### config.mk
export PLATFORM = sky130hd
export DESIGN_NAME = srl_top
export DESIGN_NICKNAME = d
export VERILOG_FILES = /design/src/pkg/srl_pkg.sv /design/src/pkg/srl_div_if.sv /design/src/rtl/srl_top.sv /design/src/rtl/srl_pulse_div.sv
export VERILOG_INCLUDE_DIRS = /design/src /design/src/pkg
export SDC_FILE = /design/constraint.sdc
export NUM_CORES = 1
export LEC_CHECK = 0
export BUFFER_PORTS_ARGS = -buffer_cell sky130_fd_sc_hd__clkbuf_2
export CAP_MARGIN = 25
export CORE_MARGIN = 2
export CORE_UTILIZATION = 45
export DETAILED_ROUTE_END_ITERATION = 7
export GPL_TIMING_DRIVEN = 0
export PLACE_DENSITY = 0.74
export SYNTH_ARGS = -nofsm -noshare
export SYNTH_HDL_FRONTEND = slang
export SYNTH_SLANG_ARGS = --single-unit
### constraint.sdc
create_clock -name clk -period 4.2 [get_ports clk]
set_input_delay 0.84 -clock clk [delete_from_list [all_inputs] [get_ports clk]]
set_output_delay 0.84 -clock clk [all_outputs]
set_load 0.02 [all_outputs]
### src/pkg/srl_params.svh
// Purpose: named constants of the set-reset latch unit
// Assumes: included by its bare name from the design files
// Notes: definitions only
`ifndef SRL_PARAMS_SVH
`define SRL_PARAMS_SVH

// Register byte offsets on the Avalon-MM slave
`define SRL_OFF_CTRL0 4'h0
`define SRL_OFF_CTRL1 4'h4
`define SRL_OFF_CONFIG 4'h8
`define SRL_OFF_STATUS 4'hc

// Reset values of the stored control registers
`define SRL_CTRL0_RST 6'h00
`define SRL_CTRL1_RST 6'h00
`define SRL_CONFIG_RST 1'h0

// Padding of 8-, 4- and 1-bit read values up to the 32-bit data bus
`define SRL_PAD24 24'h000000
`define SRL_PAD28 28'h0000000
`define SRL_PAD31 31'h00000000
`define SRL_WORD_ZERO 32'h00000000

// Byte lane that carries every register
`define SRL_LANE0 0

// Divider: 9-bit counter, period 4 << select
`define SRL_DIV_ALL 9'h1ff
`define SRL_DIV_ZERO 9'h000
`define SRL_DIV_ONE 9'h001
`define SRL_DIV_SEL_MAX 3'h7
`define SRL_DIV_SEL_RST 3'h0

`endif

### src/pkg/srl_pkg.sv
// Purpose: types shared by the set-reset latch unit files
// Assumes: constants live in srl_params.svh
// Notes: field layouts follow the control register bit order
package srl_pkg;

   typedef logic [3:0] srl_addr_t;
   typedef logic [31:0] srl_word_t;
   typedef logic [3:0] srl_be_t;
   typedef logic [2:0] srl_div_sel_t;
   typedef logic [8:0] srl_div_cnt_t;

   // latch_control_zero, stored part (bits 7..2; bits 1..0 are pulses)
   typedef struct packed {
      logic latch_unit_enable;
      srl_div_sel_t latch_pulse_divider_select;
      logic true_output_enable;
      logic inverted_output_enable;
   } srl_ctrl0_s;

   // latch_control_one, stored part (reserved bits 5 and 1 dropped)
   typedef struct packed {
      logic pin_set_enable;
      logic pulse_set_enable;
      logic comparator_set_enable;
      logic pin_reset_enable;
      logic pulse_reset_enable;
      logic comparator_reset_enable;
   } srl_ctrl1_s;

endpackage

### src/pkg/srl_div_if.sv
// Purpose: carries divider select out and periodic pulse back
// Assumes: one clock domain
// Notes: ctrl side is the latch core, div side the pulse divider
`timescale 1ns/10ps
interface srl_div_if;
   srl_pkg::srl_div_sel_t sel;
   logic pulse;

   modport ctrl (output sel, input pulse);
   modport div (input sel, output pulse);
endinterface

### src/rtl/srl_top.sv
// Purpose: set-reset latch unit with selectable sources and pin outputs
// Assumes: 100 MHz clk; comparator and latch input pin are asynchronous;
//    timer_tick is a one-cycle enable from the sixteen-bit timer, same clock
// Notes: the latch state is a flip-flop with no reset, so it stays unknown
//    until software or a source sets or resets it
// Function
// - Latch holds state between events; every set and reset source is active high.
// - Any enabled reset with any enabled set high: latch goes and stays reset.
// - Software set and reset bits clear themselves; one write completes the action.
// - Comparator one output can set and reset the latch through own enables.
// - Comparator output may be synchronised to the timer clock before use.
// - Latch input pin level can set and reset through separate enables.
// - Periodic pulse sets or resets the latch through two independent enables.
// - Divider select code 0 gives period 4, each code doubles, 7 gives 512.
// - True and inverted outputs have own enables and may drive together.
// - Device reset leaves latch state undefined; no value forced on it.
// - Each divider pulse is high exactly one clock per selected period.
// - Writing one drives the latch input one clock; bit always reads zero.
// - Unit enable gates only the pin outputs, not the latch; when clear, output enables do nothing.
// - Pin set enable sets while pin high; pin reset enable resets likewise.
`timescale 1ns/10ps
`include "srl_params.svh"
module srl_top (
   // Clock, clock enable and reset
   input logic clk,
   input logic ce,
   input logic rst_n,
   // Avalon-MM slave
   input srl_pkg::srl_addr_t avs_address,
   input logic avs_read,
   input logic avs_write,
   input srl_pkg::srl_word_t avs_writedata,
   input srl_pkg::srl_be_t avs_byteenable,
   output srl_pkg::srl_word_t avs_readdata,
   output logic avs_waitrequest,
   // Latch sources
   input logic comparator_one_output,
   input logic latch_input_pin,
   input logic timer_tick,
   // Latch output pins
   output logic q_pin_out,
   output logic q_pin_oe,
   output logic nq_pin_out,
   output logic nq_pin_oe
);
   import srl_pkg::*;

   // Reset release chain
   logic rst_meta_n;
   logic rst_sync_n;

   // Registers
   srl_ctrl0_s ctrl0;
   srl_ctrl1_s ctrl1;
   logic comparator_sync_select;
   logic soft_set_pulse;
   logic soft_reset_pulse;

   // Bus handshake
   logic wait_q;
   srl_word_t rdata_q;

   // Source synchronisers
   logic cmp_meta;
   logic cmp_sync;
   logic cmp_timed;
   logic pin_meta;
   logic pin_sync;

   // Latch and outputs
   logic latch_q;
   logic q_out_q;
   logic q_oe_q;
   logic nq_out_q;
   logic nq_oe_q;

   // Divider link
   srl_div_if dif ();

   // Reset: asynchronous assert, released through two flip-flops
   always_ff @(posedge clk or negedge rst_n) begin
      if (!rst_n) begin
         rst_meta_n <= 1'b0;
         rst_sync_n <= 1'b0;
      end else begin
         rst_meta_n <= 1'b1;
         rst_sync_n <= rst_meta_n;
      end
   end

   // Bus decode
   logic req;
   logic take;
   logic lane0;
   logic wr_take;
   logic hit_c0;
   logic hit_c1;
   logic hit_cfg;
   logic hit_st;
   logic wr_c0;
   logic wr_c1;
   logic wr_cfg;
   logic rd_take;
   logic next_wait;

   assign req = avs_read | avs_write;
   assign take = req & ~wait_q;
   assign lane0 = avs_byteenable[`SRL_LANE0];
   assign wr_take = take & avs_write & lane0;
   assign hit_c0 = (avs_address == `SRL_OFF_CTRL0);
   assign hit_c1 = (avs_address == `SRL_OFF_CTRL1);
   assign hit_cfg = (avs_address == `SRL_OFF_CONFIG);
   assign hit_st = (avs_address == `SRL_OFF_STATUS);
   assign wr_c0 = wr_take & hit_c0;
   assign wr_c1 = wr_take & hit_c1;
   assign wr_cfg = wr_take & hit_cfg;
   assign rd_take = avs_read & wait_q;
   assign next_wait = ~(req & wait_q);

   // Write data fields in the low byte
   srl_ctrl0_s wd_c0;
   srl_ctrl1_s wd_c1;
   logic wd_ps;
   logic wd_pr;
   logic wd_cfg;

   assign wd_c0 = avs_writedata[7:2];
   assign wd_ps = avs_writedata[1];
   assign wd_pr = avs_writedata[0];
   assign wd_c1 = {avs_writedata[7:6], avs_writedata[4:2], avs_writedata[0]};
   assign wd_cfg = avs_writedata[0];

   // Read mux; pulse bits and reserved bits read zero
   srl_word_t rd_c0;
   srl_word_t rd_c1;
   srl_word_t rd_cfg;
   srl_word_t rd_st;
   srl_word_t rd_mux;

   assign rd_c0 = {`SRL_PAD24, ctrl0, 1'b0, 1'b0};
   assign rd_c1 = {`SRL_PAD24, ctrl1.pin_set_enable, ctrl1.pulse_set_enable, 1'b0,
                   ctrl1.comparator_set_enable, ctrl1.pin_reset_enable,
                   ctrl1.pulse_reset_enable, 1'b0, ctrl1.comparator_reset_enable};
   assign rd_cfg = {`SRL_PAD31, comparator_sync_select};
   assign rd_st = {`SRL_PAD28, pin_sync, cmp_timed, dif.pulse, latch_q};
   assign rd_mux = hit_c0 ? rd_c0 :
                   hit_c1 ? rd_c1 :
                   hit_cfg ? rd_cfg :
                   hit_st ? rd_st : `SRL_WORD_ZERO;

   // Waitrequest drops for one cycle after a request is seen
   always_ff @(posedge clk or negedge rst_sync_n) begin
      if (!rst_sync_n) begin
         wait_q <= 1'b1;
         rdata_q <= `SRL_WORD_ZERO;
      end else if (ce) begin
         wait_q <= next_wait;
         if (rd_take) begin
            rdata_q <= rd_mux;
         end
      end
   end

   assign avs_waitrequest = wait_q;
   assign avs_readdata = rdata_q;

   // Stored control registers; writes land on the accepting edge
   always_ff @(posedge clk or negedge rst_sync_n) begin
      if (!rst_sync_n) begin
         ctrl0 <= `SRL_CTRL0_RST;
         ctrl1 <= `SRL_CTRL1_RST;
         comparator_sync_select <= `SRL_CONFIG_RST;
      end else if (ce) begin
         if (wr_c0) begin
            ctrl0 <= wd_c0;
         end
         if (wr_c1) begin
            ctrl1 <= wd_c1;
         end
         if (wr_cfg) begin
            comparator_sync_select <= wd_cfg;
         end
      end
   end

   // Software pulses live one clock and clear themselves
   logic next_soft_set;
   logic next_soft_reset;
   assign next_soft_set = wr_c0 & wd_ps;
   assign next_soft_reset = wr_c0 & wd_pr;

   // Pulse bits are held here for one clock but never read back, so a read can only show zero
   always_ff @(posedge clk or negedge rst_sync_n) begin
      if (!rst_sync_n) begin
         soft_set_pulse <= 1'b0;
         soft_reset_pulse <= 1'b0;
      end else if (ce) begin
         soft_set_pulse <= next_soft_set;
         soft_reset_pulse <= next_soft_reset;
      end
   end

   // Two-stage synchronisers for the asynchronous sources
   always_ff @(posedge clk or negedge rst_sync_n) begin
      if (!rst_sync_n) begin
         cmp_meta <= 1'b0;
         cmp_sync <= 1'b0;
         pin_meta <= 1'b0;
         pin_sync <= 1'b0;
      end else if (ce) begin
         cmp_meta <= comparator_one_output;
         cmp_sync <= cmp_meta;
         pin_meta <= latch_input_pin;
         pin_sync <= pin_meta;
      end
   end

   // Optional retiming of the comparator to the timer clock ticks
   logic cmp_take;
   assign cmp_take = ~comparator_sync_select | timer_tick;

   always_ff @(posedge clk or negedge rst_sync_n) begin
      if (!rst_sync_n) begin
         cmp_timed <= 1'b0;
      end else if (ce) begin
         if (cmp_take) begin
            cmp_timed <= cmp_sync;
         end
      end
   end

   // Divider: select goes out, one-clock pulse comes back
   assign dif.sel = ctrl0.latch_pulse_divider_select;

   srl_pulse_div u_div (
      .clk(clk),
      .ce(ce),
      .rst_sync_n(rst_sync_n),
      .dif(dif)
   );

   // Gathered set and reset requests, each source but the software pulses behind its own enable
   logic set_cmp;
   logic set_pin;
   logic set_clk;
   logic rst_cmp;
   logic rst_pin;
   logic rst_clk;
   logic set_any;
   logic reset_any;

   assign set_cmp = ctrl1.comparator_set_enable & cmp_timed;
   assign rst_cmp = ctrl1.comparator_reset_enable & cmp_timed;
   assign set_pin = ctrl1.pin_set_enable & pin_sync;
   assign rst_pin = ctrl1.pin_reset_enable & pin_sync;
   assign set_clk = ctrl1.pulse_set_enable & dif.pulse;
   assign rst_clk = ctrl1.pulse_reset_enable & dif.pulse;
   assign set_any = soft_set_pulse | set_cmp | set_pin | set_clk;
   assign reset_any = soft_reset_pulse | rst_cmp | rst_pin | rst_clk;

   // Reset-dominant next state of the latch
   logic next_latch;
   assign next_latch = reset_any ? 1'b0 : (set_any ? 1'b1 : latch_q);

   // Latch state has no reset by design, so it powers up unknown
   always_ff @(posedge clk) begin
      if (ce) begin
         latch_q <= next_latch;
      end
   end

   // Output gating: unit enable overrides both output enables
   logic next_q_oe;
   logic next_nq_oe;
   assign next_q_oe = ctrl0.latch_unit_enable & ctrl0.true_output_enable;
   assign next_nq_oe = ctrl0.latch_unit_enable & ctrl0.inverted_output_enable;
   logic next_q_out;
   logic next_nq_out;
   assign next_q_out = next_q_oe & latch_q;
   assign next_nq_out = next_nq_oe & ~latch_q;

   // Pin drivers; value forced low while its enable is off
   always_ff @(posedge clk or negedge rst_sync_n) begin
      if (!rst_sync_n) begin
         q_out_q <= 1'b0;
         q_oe_q <= 1'b0;
         nq_out_q <= 1'b0;
         nq_oe_q <= 1'b0;
      end else if (ce) begin
         q_oe_q <= next_q_oe;
         nq_oe_q <= next_nq_oe;
         q_out_q <= next_q_out;
         nq_out_q <= next_nq_out;
      end
   end

   assign q_pin_out = q_out_q;
   assign q_pin_oe = q_oe_q;
   assign nq_pin_out = nq_out_q;
   assign nq_pin_oe = nq_oe_q;
endmodule

### src/rtl/srl_pulse_div.sv
// Purpose: periodic one-cycle pulse from a free-running divider
// Assumes: ce freezes the counter; rst_sync_n is already synchronised
// Notes: select is taken only at the full counter wrap
`timescale 1ns/10ps
`include "srl_params.svh"
module srl_pulse_div (
   // Clock, enable and reset
   input logic clk,
   input logic ce,
   input logic rst_sync_n,
   // Select in, pulse out
   srl_div_if.div dif
);
   import srl_pkg::*;

   srl_div_cnt_t cnt;
   srl_div_sel_t sel_held;
   logic pulse_q;
   srl_div_cnt_t low_mask;
   logic wrap;
   logic hit;

   // Period is 4 << select: low select+2 bits all ones marks the end
   assign low_mask = `SRL_DIV_ALL >> (`SRL_DIV_SEL_MAX - sel_held);
   assign hit = &(cnt | ~low_mask);
   assign wrap = (cnt == `SRL_DIV_ALL);
   assign dif.pulse = pulse_q;

   // Counter stops only while ce is low; retiming the select at wrap avoids short periods
   always_ff @(posedge clk or negedge rst_sync_n) begin
      if (!rst_sync_n) begin
         cnt <= `SRL_DIV_ZERO;
         sel_held <= `SRL_DIV_SEL_RST;
         pulse_q <= 1'b0;
      end else if (ce) begin
         cnt <= cnt + `SRL_DIV_ONE;
         if (wrap) begin
            sel_held <= dif.sel;
         end
         pulse_q <= hit;
      end
   end
endmodule

==> summary.md, run 1 <==
| Metric | Value |
|---|---|
| Detail Route Antenna Nets | 0 |
| Post-route setup slack | 2.17 ns |
| Slew @ Worst Pin | 0.594 ns |
| Post-synthesis sequential area ratio | 53.1% |
| Share of cells above drive strength 1 | 37.7% |
| First-pass GRT wire length | 7160 um |
| Slew headroom | 60.1% |
| DR iter-0 viols | 66 |
| Initial Util | 46.1% |
| Max Cap Viol | 0 |
| Synth top area share | 50.6% |
| Dpl hpwl | 3310 um |
| Max VDD drop | 249 uV |
| Worst setup EP type | flop |
| Final setup viols | 0 |
| Leakage | 1.36 nW |
| Crit path DAT | 2.22 ns |
| Final Max Slew Viols | 0 |
| Synth top cells by count | 47 x dfrtp_1, 25 x mux2_2, 24 x buf_4, 13 x nand2_1, 10 x o21ai_0 |
| Final Hold Fails | 0 |
| Ys async rst share | 98.0% |
| RSZ-0062 raised after global routing | false |
| Final wirelength | 4320 um |
| Clock tree from TritonCTS | yes |
| DR vias/cell | 4.90 |
| Global router's overall resource usage | 16.7% |
| Highest clock rate | 0.493 GHz |
| Remaining DRCs | 0 |
| Full die area | 5750 sq um |
| EDFF count, synth | 1 |
| Initial antenna violation count | 0 |
| Synth area leader | dfrtp_1 |
| Setup Buffers After CTS | 0 |
| Flops & latches, synth | 49 |
| P&R area growth vs syn | 19.6% |
| Rows | 26 |
| Clock latency on the worst-skew pair | 0.31 ns |
| Die Ht | 75.8 um |
| Synth top area cells | dfrtp_1 51%, mux2_2 12%, buf_4 7.8% |
| Fin crit share | 48.3% |
| Status | finished, final reports clean |
| Setup Skew | 0.00733 ns |
| Layout Nets | 309 |
| PostCTS Resize Cnt | 0 |
| Reg clk slew, reported paths | 0.09 ns |
| Total gr overflow | 0 |
| Top FF cell, synth | dfrtp_1 |
| Post-Syn Area per Cell | 11.8 sq um |
| Worst slack at placement | 1.82 ns |
| Cell Pwr Density | 393 nW/um^2 |
| Most frequent cell after synthesis | dfrtp_1 |
| Pre-antenna DRT Iters | 4 |
| Die W | 75.8 um |
| Worst min path class | reg2async |
| CTS Buffer Depth | 2 |
| Syn. warnings | 0 |
| WL/cell | 13.1 um |
| Worst setup SP type | input port |
| GP Congestion | 0.789 |
| CTS sink cnt | 49 |
| H-tree depth | 2 |
| Fin crit period | 2.03 ns |
| Ant. Diodes | 0 |
| Total CTS buffers | 5 |
| Flop2flop setup slack | 2.40 ns |
| Via count | 1617 |
| Io pins | 85 |
| Largest net degree at the start of global routing | 30 |
| Critical Path Fanout Max | 8 |
| Post-CTS Hold Buffers | 0 |
| I/O Buffers | 31 |
| Synthesized area | 2320 sq um |
| Crit Path Category | in2reg |
| Distinct cells, synth | 38 |
| Clock Tree Root | clkbuf_8 |
| Core area | 5040 sq um |
| Vias in the first global route | 1535 |
| Util after Layout | 55.1% |
| Syn Inst Count | 197 |
| Setup TNS | 0 ns |
| CP required | 4.39 ns |
## worst max-delay path: stages
cell      delay [ns]
clkbuf_2        0.16
nand4b_2        0.20
nor4b_4         0.61
mux2_2          0.40
## logic make-up after synthesis
kind of cell / synth area share, %
compound gates: 9.97
xor+xnor: 2.64
fa+ha+maj: 1.08
buf+inv: 10.2
flops: 53.1
mux: 12.6
other cells: 0.323
simple gates: 10.2
## per-layer routing
metal / part of all wire (%) / routed length [um] / track usage, % / vias to the layer above
met5: 0 / 0 / 0 / -
met4: 1.4 / 61 / 5.65 / 0
met3: 6.0 / 259 / 3.70 / 7
met2: 44 / 1890 / 25.9 / 53
met1: 49 / 2110 / 23.2 / 783
li1: - / - / - / 774
## area by class of cell
cell class              instances  area (sq um)
plain buffers                  31           210
clock buffers                   7          96.3
clock inverters                 1          8.76
fillers                       445          2260
inverters                       7          26.3
multi-input cells             133           940
flip-flops and latches         49          1230
well taps                      70          87.6
repair buffers                 32           175
## stage by stage
stage          power, mW  instance area, sq um  std cells  hold slack [ns]
2_1_floorplan      0.737                  2410        220            0.331
3_3_place_gp       0.785                  2650        321            0.338
3_5_place_dp       0.795                  2670        322            0.216
4_1_cts             1.10                  2780        330            0.222
5_1_grt             1.16                  2780        330            0.247
6_report            1.09                  2780        330            0.205
## worst paths after layout
| path | from | end | depth (start not counted) |
|---|---|---|---|
| worst max-delay path | ce | dif.sel[0] | 4 |
| worst min-delay path | rst_sync_n | ctrl1[4] | 0 |
| worst max register to register | avs_waitrequest | dif.sel[0] | 3 |
| worst min register to register | rst_sync_n | ctrl1[4] | 0 |
| max in group asynchronous | rst_sync_n | avs_waitrequest | 1 |
| min in group clk | rst_meta_n | rst_sync_n | 0 |
## state kept, by name, indices dropped and copies added (netlist names), 3 cells and up
name and count:
ctrl1 6, u_div.sel_held 3, dif.sel 3, ctrl0 3
avs_readdata 8, u_div.cnt 9
## where the power goes
part | internal [mW] | switching, mW | leakage (nW) | total, mW
logic | 0.0915 | 0.0961 | 0.668 | 0.188
registers | 0.534 | 0.0646 | 0.641 | 0.598
clock network | 0.152 | 0.155 | 0.0549 | 0.307
## cells in the final DEF (no fill, tap or decap), types with 5 or more instances in the layout
master / Yosys / routed
clkbuf_8: 0 / 7
buf_4: 24 / 24
nand4_1: 6 / 6
nand3_1: 5 / 5
nand2_1: 13 / 13
conb_1: 2 / 25
mux2_2: 25 / 25
clkbuf_2: 0 / 31
dfrtp_1: 47 / 46
nor2_1: 5 / 5
inv_1: 7 / 7
o21ai_0: 10 / 10
(Power assumes the default switching activity.)
==> run 2, diff against run 1 <==
- clock period: 4.2 -> 2 ns (I/O delays scaled with it)
==> summary.md, run 2 (synthesized netlist as in run 1, its figures left out) <==
| Metric | Value |
|---|---|
| Ant. Diodes | 0 |
| WL/cell | 13.0 um |
| Clock latency on the worst-skew pair | 0.31 ns |
| Worst setup SP type | flop |
| Slew headroom | 60.1% |
| Crit path DAT | 1.99 ns |
| Dpl hpwl | 3310 um |
| Initial antenna violation count | 0 |
| Setup Skew | 0.00729 ns |
| Die Ht | 75.8 um |
| CTS Buffer Depth | 2 |
| Setup TNS | 0 ns |
| I/O Buffers | 31 |
| Worst setup EP type | flop |
| Max Cap Viol | 0 |
| Most common cell after layout, fill and taps aside | dfrtp_1 |
| Top reg by flops | u_div.cnt |
| Post-route setup slack | 0.201 ns |
| Total CTS buffers | 5 |
| Final Max Slew Viols | 0 |
| Setup Buffers After CTS | 0 |
| Cell Pwr Density | 824 nW/um^2 |
| Core area | 5040 sq um |
| Slew @ Worst Pin | 0.595 ns |
| Highest clock rate | 0.556 GHz |
| Fin crit period | 1.80 ns |
| Final setup viols | 0 |
| CP required | 2.19 ns |
| Global router's overall resource usage | 16.7% |
| PostCTS Resize Cnt | 0 |
| Remaining DRCs | 0 |
| Largest net degree at the start of global routing | 30 |
| Initial Util | 46.1% |
| Io pins | 85 |
| Detail Route Antenna Nets | 0 |
| Worst min path class | reg2async |
| First-pass GRT wire length | 7170 um |
| Critical Path Fanout Max | 8 |
| Final wirelength | 4320 um |
| Full die area | 5750 sq um |
| GP Congestion | 0.789 |
| DR vias/cell | 4.90 |
| Die W | 75.8 um |
| RSZ-0062 raised after global routing | false |
| Crit Path Category | reg2reg |
| CTS sink cnt | 49 |
| Clock tree from TritonCTS | yes |
| Reg clk slew, reported paths | 0.09 ns |
| Fin crit share | 89.9% |
| Pre-antenna DRT Iters | 4 |
| Leakage | 1.37 nW |
| Vias in the first global route | 1538 |
| Share of cells above drive strength 1 | 37.5% |
| Total gr overflow | 0 |
| DR iter-0 viols | 58 |
| Status | finished, final reports clean |
| Post-CTS Hold Buffers | 1 |
| P&R area growth vs syn | 20.0% |
| Max VDD drop | 522 uV |
| Via count | 1621 |
| RR Startpoint | avs_waitrequest |
| Rows | 26 |
| H-tree depth | 2 |
| Layout Nets | 310 |
| Flop2flop setup slack | 0.20 ns |
| Reg2Reg Depth | 3 |
| Crit path launch | avs_waitrequest |
| Max FFs per register | 9 |
| Worst slack at placement | 0.0632 ns |
| Clock Tree Root | clkbuf_8 |
| Final Hold Fails | 0 |
| Most frequent cells in the layout | 46 x dfrtp_1, 31 x clkbuf_2, 25 x mux2_2, 25 x conb_1, 24 x buf_4 |
| Reg-to-Reg End | dif.sel[0] |
==> run 2: changes by cell type in the layout (fill, tap and decap cells not counted) <==
cell	change
dlygate4sd3_1	+1
==> run 2: layout make-up <==
class | count | area, sq um
buffer | 31 | 210
clock buffer | 7 | 96.3
clock inverter | 1 | 8.76
fill | 444 | 2250
inverter | 7 | 26.3
multi-input combinational | 133 | 940
sequential | 49 | 1230
tap | 70 | 87.6
timing repair buffer | 33 | 185
==> run 2: critical path: stages, from the launching register on <==
cell and delay (ns):
dfstp_2 0.40, nand4b_2 0.28, nor4b_4 0.61, mux2_2 0.40
==> run 2: power breakdown <==
group / total (mW) / internal (mW) / switching [mW]
Sequential: 1.26 / 1.12 / 0.136
Clock: 0.645 / 0.319 / 0.325
Combinational: 0.396 / 0.193 / 0.202
==> run 2: routing by layer <==
layer	up-vias	wire length, um	track usage [%]
met2	53	1890	25.9
li1	777	-	-
met4	0	61	5.65
met3	7	259	3.70
met5	-	0	0
met1	784	2110	23.3
==> run 2: worst max-delay path by stage <==
stage | slack, ns | to | cells after the start
3_3_place_gp | 0.07 | ctrl0[5] | 4
3_5_place_dp | 0.06 | dif.sel[0] | 4
6_report | 0.20 | dif.sel[0] | 3
2_1_floorplan | 0.29 | ctrl1[0] | 5
5_1_grt | 0.11 | dif.sel[1] | 3
4_1_cts | 0.19 | dif.sel[0] | 3
==> run 2: stage by stage <==
stage	util, %	hold slack [ns]	cells	total power [mW]	area [sq um]
after floorplan	-	0.104	220	1.55	2410
after global placement	52.6	0.185	321	1.65	2650
after detailed placement	53.0	0.188	322	1.67	2670
after CTS	55.3	0.222	331	2.31	2790
after global routing	55.3	0.247	331	2.43	2790
final	55.3	0.205	331	2.30	2790
==> run 3, diff against run 2 <==
- PLACE_DENSITY: 0.74 -> 0.72
- SYNTH_HIERARCHICAL: not set -> 1
==> summary.md, run 3 <==
| Metric | Value |
|---|---|
| Setup TNS | 0 ns |
| Syn Inst Count | 196 |
| Rows | 26 |
| CP top delay family | simple AND/OR/NAND/NOR gates |
| Total gr overflow | 0 |
| Max FFs per register | 9 |
| Cell Pwr Density | 795 nW/um^2 |
| Highest clock rate | 0.589 GHz |
| Fill cell count | 449 |
| NetSw | 0.681 mW |
| Share of cells above drive strength 1 | 40.2% |
| Clock Tree Root | clkbuf_8 |
| Global router's overall resource usage | 15.7% |
| RR Startpoint | u_div/cnt[2] |
| Critical path's slowest cell | dfrtp_1 |
| Core area | 5110 sq um |
| Worst min path class | reg2async |
| Most frequent cells in the layout | 46 x dfrtp_1, 32 x clkbuf_2, 25 x conb_1, 24 x mux2_2, 24 x buf_4 |
| Fin cells | 331 |
| Top FF cell, synth | dfrtp_1 |
| Ys async rst share | 98.0% |
| Worst setup SP type | flop |
| Int Pwr | 1.57 mW |
| Max stage delay on crit path | 0.47 ns |
| Via count | 1599 |
| Total CTS buffers | 5 |
| GP Congestion | 0.797 |
| RSZ-0062 raised after global routing | false |
| Fin crit share | 84.8% |
| Top reg by flops | u_div/cnt |
| Dpl hpwl | 3170 um |
| I/O Buffers | 32 |
| Full die area | 5870 sq um |
| Reg-to-Reg End | u_div/sel_held[1] |
| Initial antenna violation count | 0 |
| Worst setup EP type | flop |
| First-pass GRT wire length | 7210 um |
| Worst-case hold slack | 0.252 ns |
| Syn. warnings | 6 |
| EDFF count, synth | 1 |
| Area of the multi-input gates | 992 sq um |
| Setup Skew | 0.00782 ns |
| P&R area growth vs syn | 19.6% |
| Reg clk slew, reported paths | 0.09 ns |
| Final Hold Fails | 0 |
| Max Cap Viol | 0 |
| Synth top cells by count | 47 x dfrtp_1, 24 x buf_4, 24 x mux2_2, 12 x nand2_1, 8 x inv_1 |
| Final Power | 2.25 mW |
| DR vias/cell | 4.83 |
| Max VDD drop | 590 uV |
| Final setup viols | 0 |
| Flop2flop setup slack | 0.30 ns |
| Crit Path Category | reg2reg |
| Most common cell after layout, fill and taps aside | dfrtp_1 |
| Setup Buffers After CTS | 0 |
| Final wirelength | 4240 um |
| Fin crit period | 1.70 ns |
| Sw frac | 30.2% |
| Layout Nets | 310 |
| PostCTS Resize Cnt | 0 |
| Post-synthesis sequential area ratio | 52.0% |
| Slew headroom | 37.5% |
| Crit path launch | u_div/cnt[2] |
| Initial Util | 46.4% |
| DR iter-0 viols | 70 |
| Slew @ Worst Pin | 0.929 ns |
| Worst path cell trace | and4_2 -> and4_1 -> ha_1 -> nand2_1 -> mux2_2 |
| Cell count after placement | 322 |
| Sequential power share | 56.6% |
| Post-CTS Hold Buffers | 1 |
| Detail Route Antenna Nets | 0 |
| Critical path depth | 5 |
| Critical Path Fanout Max | 7 |
| Flops & latches, synth | 49 |
| Die W | 76.6 um |
| WL/cell | 12.8 um |
| Largest net degree at the start of global routing | 25 |
| Die Ht | 76.6 um |
| Comb pwr share | 17.5% |
| Clock power frac | 25.9% |
| Clock tree from TritonCTS | yes |
| Io pins | 85 |
| Worst setup path endpoint | u_div/sel_held[1] |
| Synthesized area | 2370 sq um |
| Leakage | 1.39 nW |
| Final Max Slew Viols | 0 |
| Most frequent cell after synthesis | dfrtp_1 |
| Post-Syn Area per Cell | 12.1 sq um |
| Critical path buffers and inverters | 0 |
| Synth top area share | 49.6% |
| Synth area leader | dfrtp_1 |
| Ant. Diodes | 0 |
| Status | finished, final reports clean |
| Crit path DAT | 1.89 ns |
| Remaining DRCs | 0 |
| Synth top area cells | dfrtp_1 50%, mux2_2 11%, buf_4 7.6% |
| CTS Buffer Depth | 2 |
| Distinct cells, synth | 46 |
| Reg2Reg Depth | 5 |
| Register area | 1230 sq um |
| Pre-antenna DRT Iters | 4 |
| Vias in the first global route | 1494 |
| CP required | 2.19 ns |
| Clock latency on the worst-skew pair | 0.30 ns |
| CTS sink cnt | 49 |
| H-tree depth | 2 |
==> run 3: area by class of cell <==
| class | count | area share (%) |
|---|---|---|
| repair buffers | 34 | 6.97 |
| clock inverters | 3 | 0.794 |
| plain buffers | 28 | 7.19 |
| multi-input cells | 134 | 35.0 |
| clock buffers | 5 | 2.43 |
| inverters | 8 | 1.06 |
| well taps | 70 | 3.09 |
| flip-flops and latches | 49 | 43.5 |
==> run 3: power by group through the flow <==
stage / logic, mW / clock network [mW] / registers (mW)
CTS: 0.398 / 0.598 / 1.28
global placement: 0.373 / 0 / 1.29
floorplan: 0.292 / 0 / 1.26
global route: 0.443 / 0.647 / 1.30
detailed placement: 0.395 / 0 / 1.29
finish: 0.395 / 0.583 / 1.28
==> run 3: worst min path at each step <==
stage | start | to | depth (start not counted)
4_1_cts | rst_sync_n | u_div/cnt[5] | 0
2_1_floorplan | rst_n | rst_meta_n | 0
3_3_place_gp | rst_n | rst_meta_n | 1
5_1_grt | rst_sync_n | u_div/cnt[3] | 0
3_5_place_dp | rst_n | rst_meta_n | 1
6_report | rst_sync_n | avs_readdata[0] | 0
==> run 3: layer usage <==
layer | global-route usage, % | routed length [um] | vias up
li1 | - | - | 783
met1 | 22.3 | 2100 | 739
met2 | 23.4 | 1790 | 75
met3 | 3.91 | 303 | 2
met4 | 6.00 | 40 | 0
met5 | 0 | 0 | -
==> run 3: per-stage QoR <==
stage | cell area [sq um] | util (%) | setup WS (ns)
after global routing | 2840 | 55.5 | 0.241
after CTS | 2840 | 55.5 | 0.291
after floorplan | 2460 | - | 0.368
after global placement | 2710 | 53.0 | 0.0657
final | 2840 | 55.5 | 0.303
after detailed placement | 2740 | 53.6 | 0.0873
==> run 3: kinds of logic after synthesis <==
group                      count (synthesis)  synth area share, %
and+or+nand+nor                           41                 11.8
buffers and inverters                     36                 9.86
other                                      2                0.317
DFF                                       49                 52.0
xor gates and xnor gates                   7                 2.58
muxes                                     24                 11.4
AOI/OAI and AO/OA                         35                 11.0
adders and majority gates                  2                 1.05
==> run 3: worst reg2reg max path: stages (launching register included) <==
cell and delay (ns):
dfrtp_1 0.47, and4_2 0.29, and4_1 0.20, ha_1 0.17, nand2_1 0.12, mux2_2 0.35
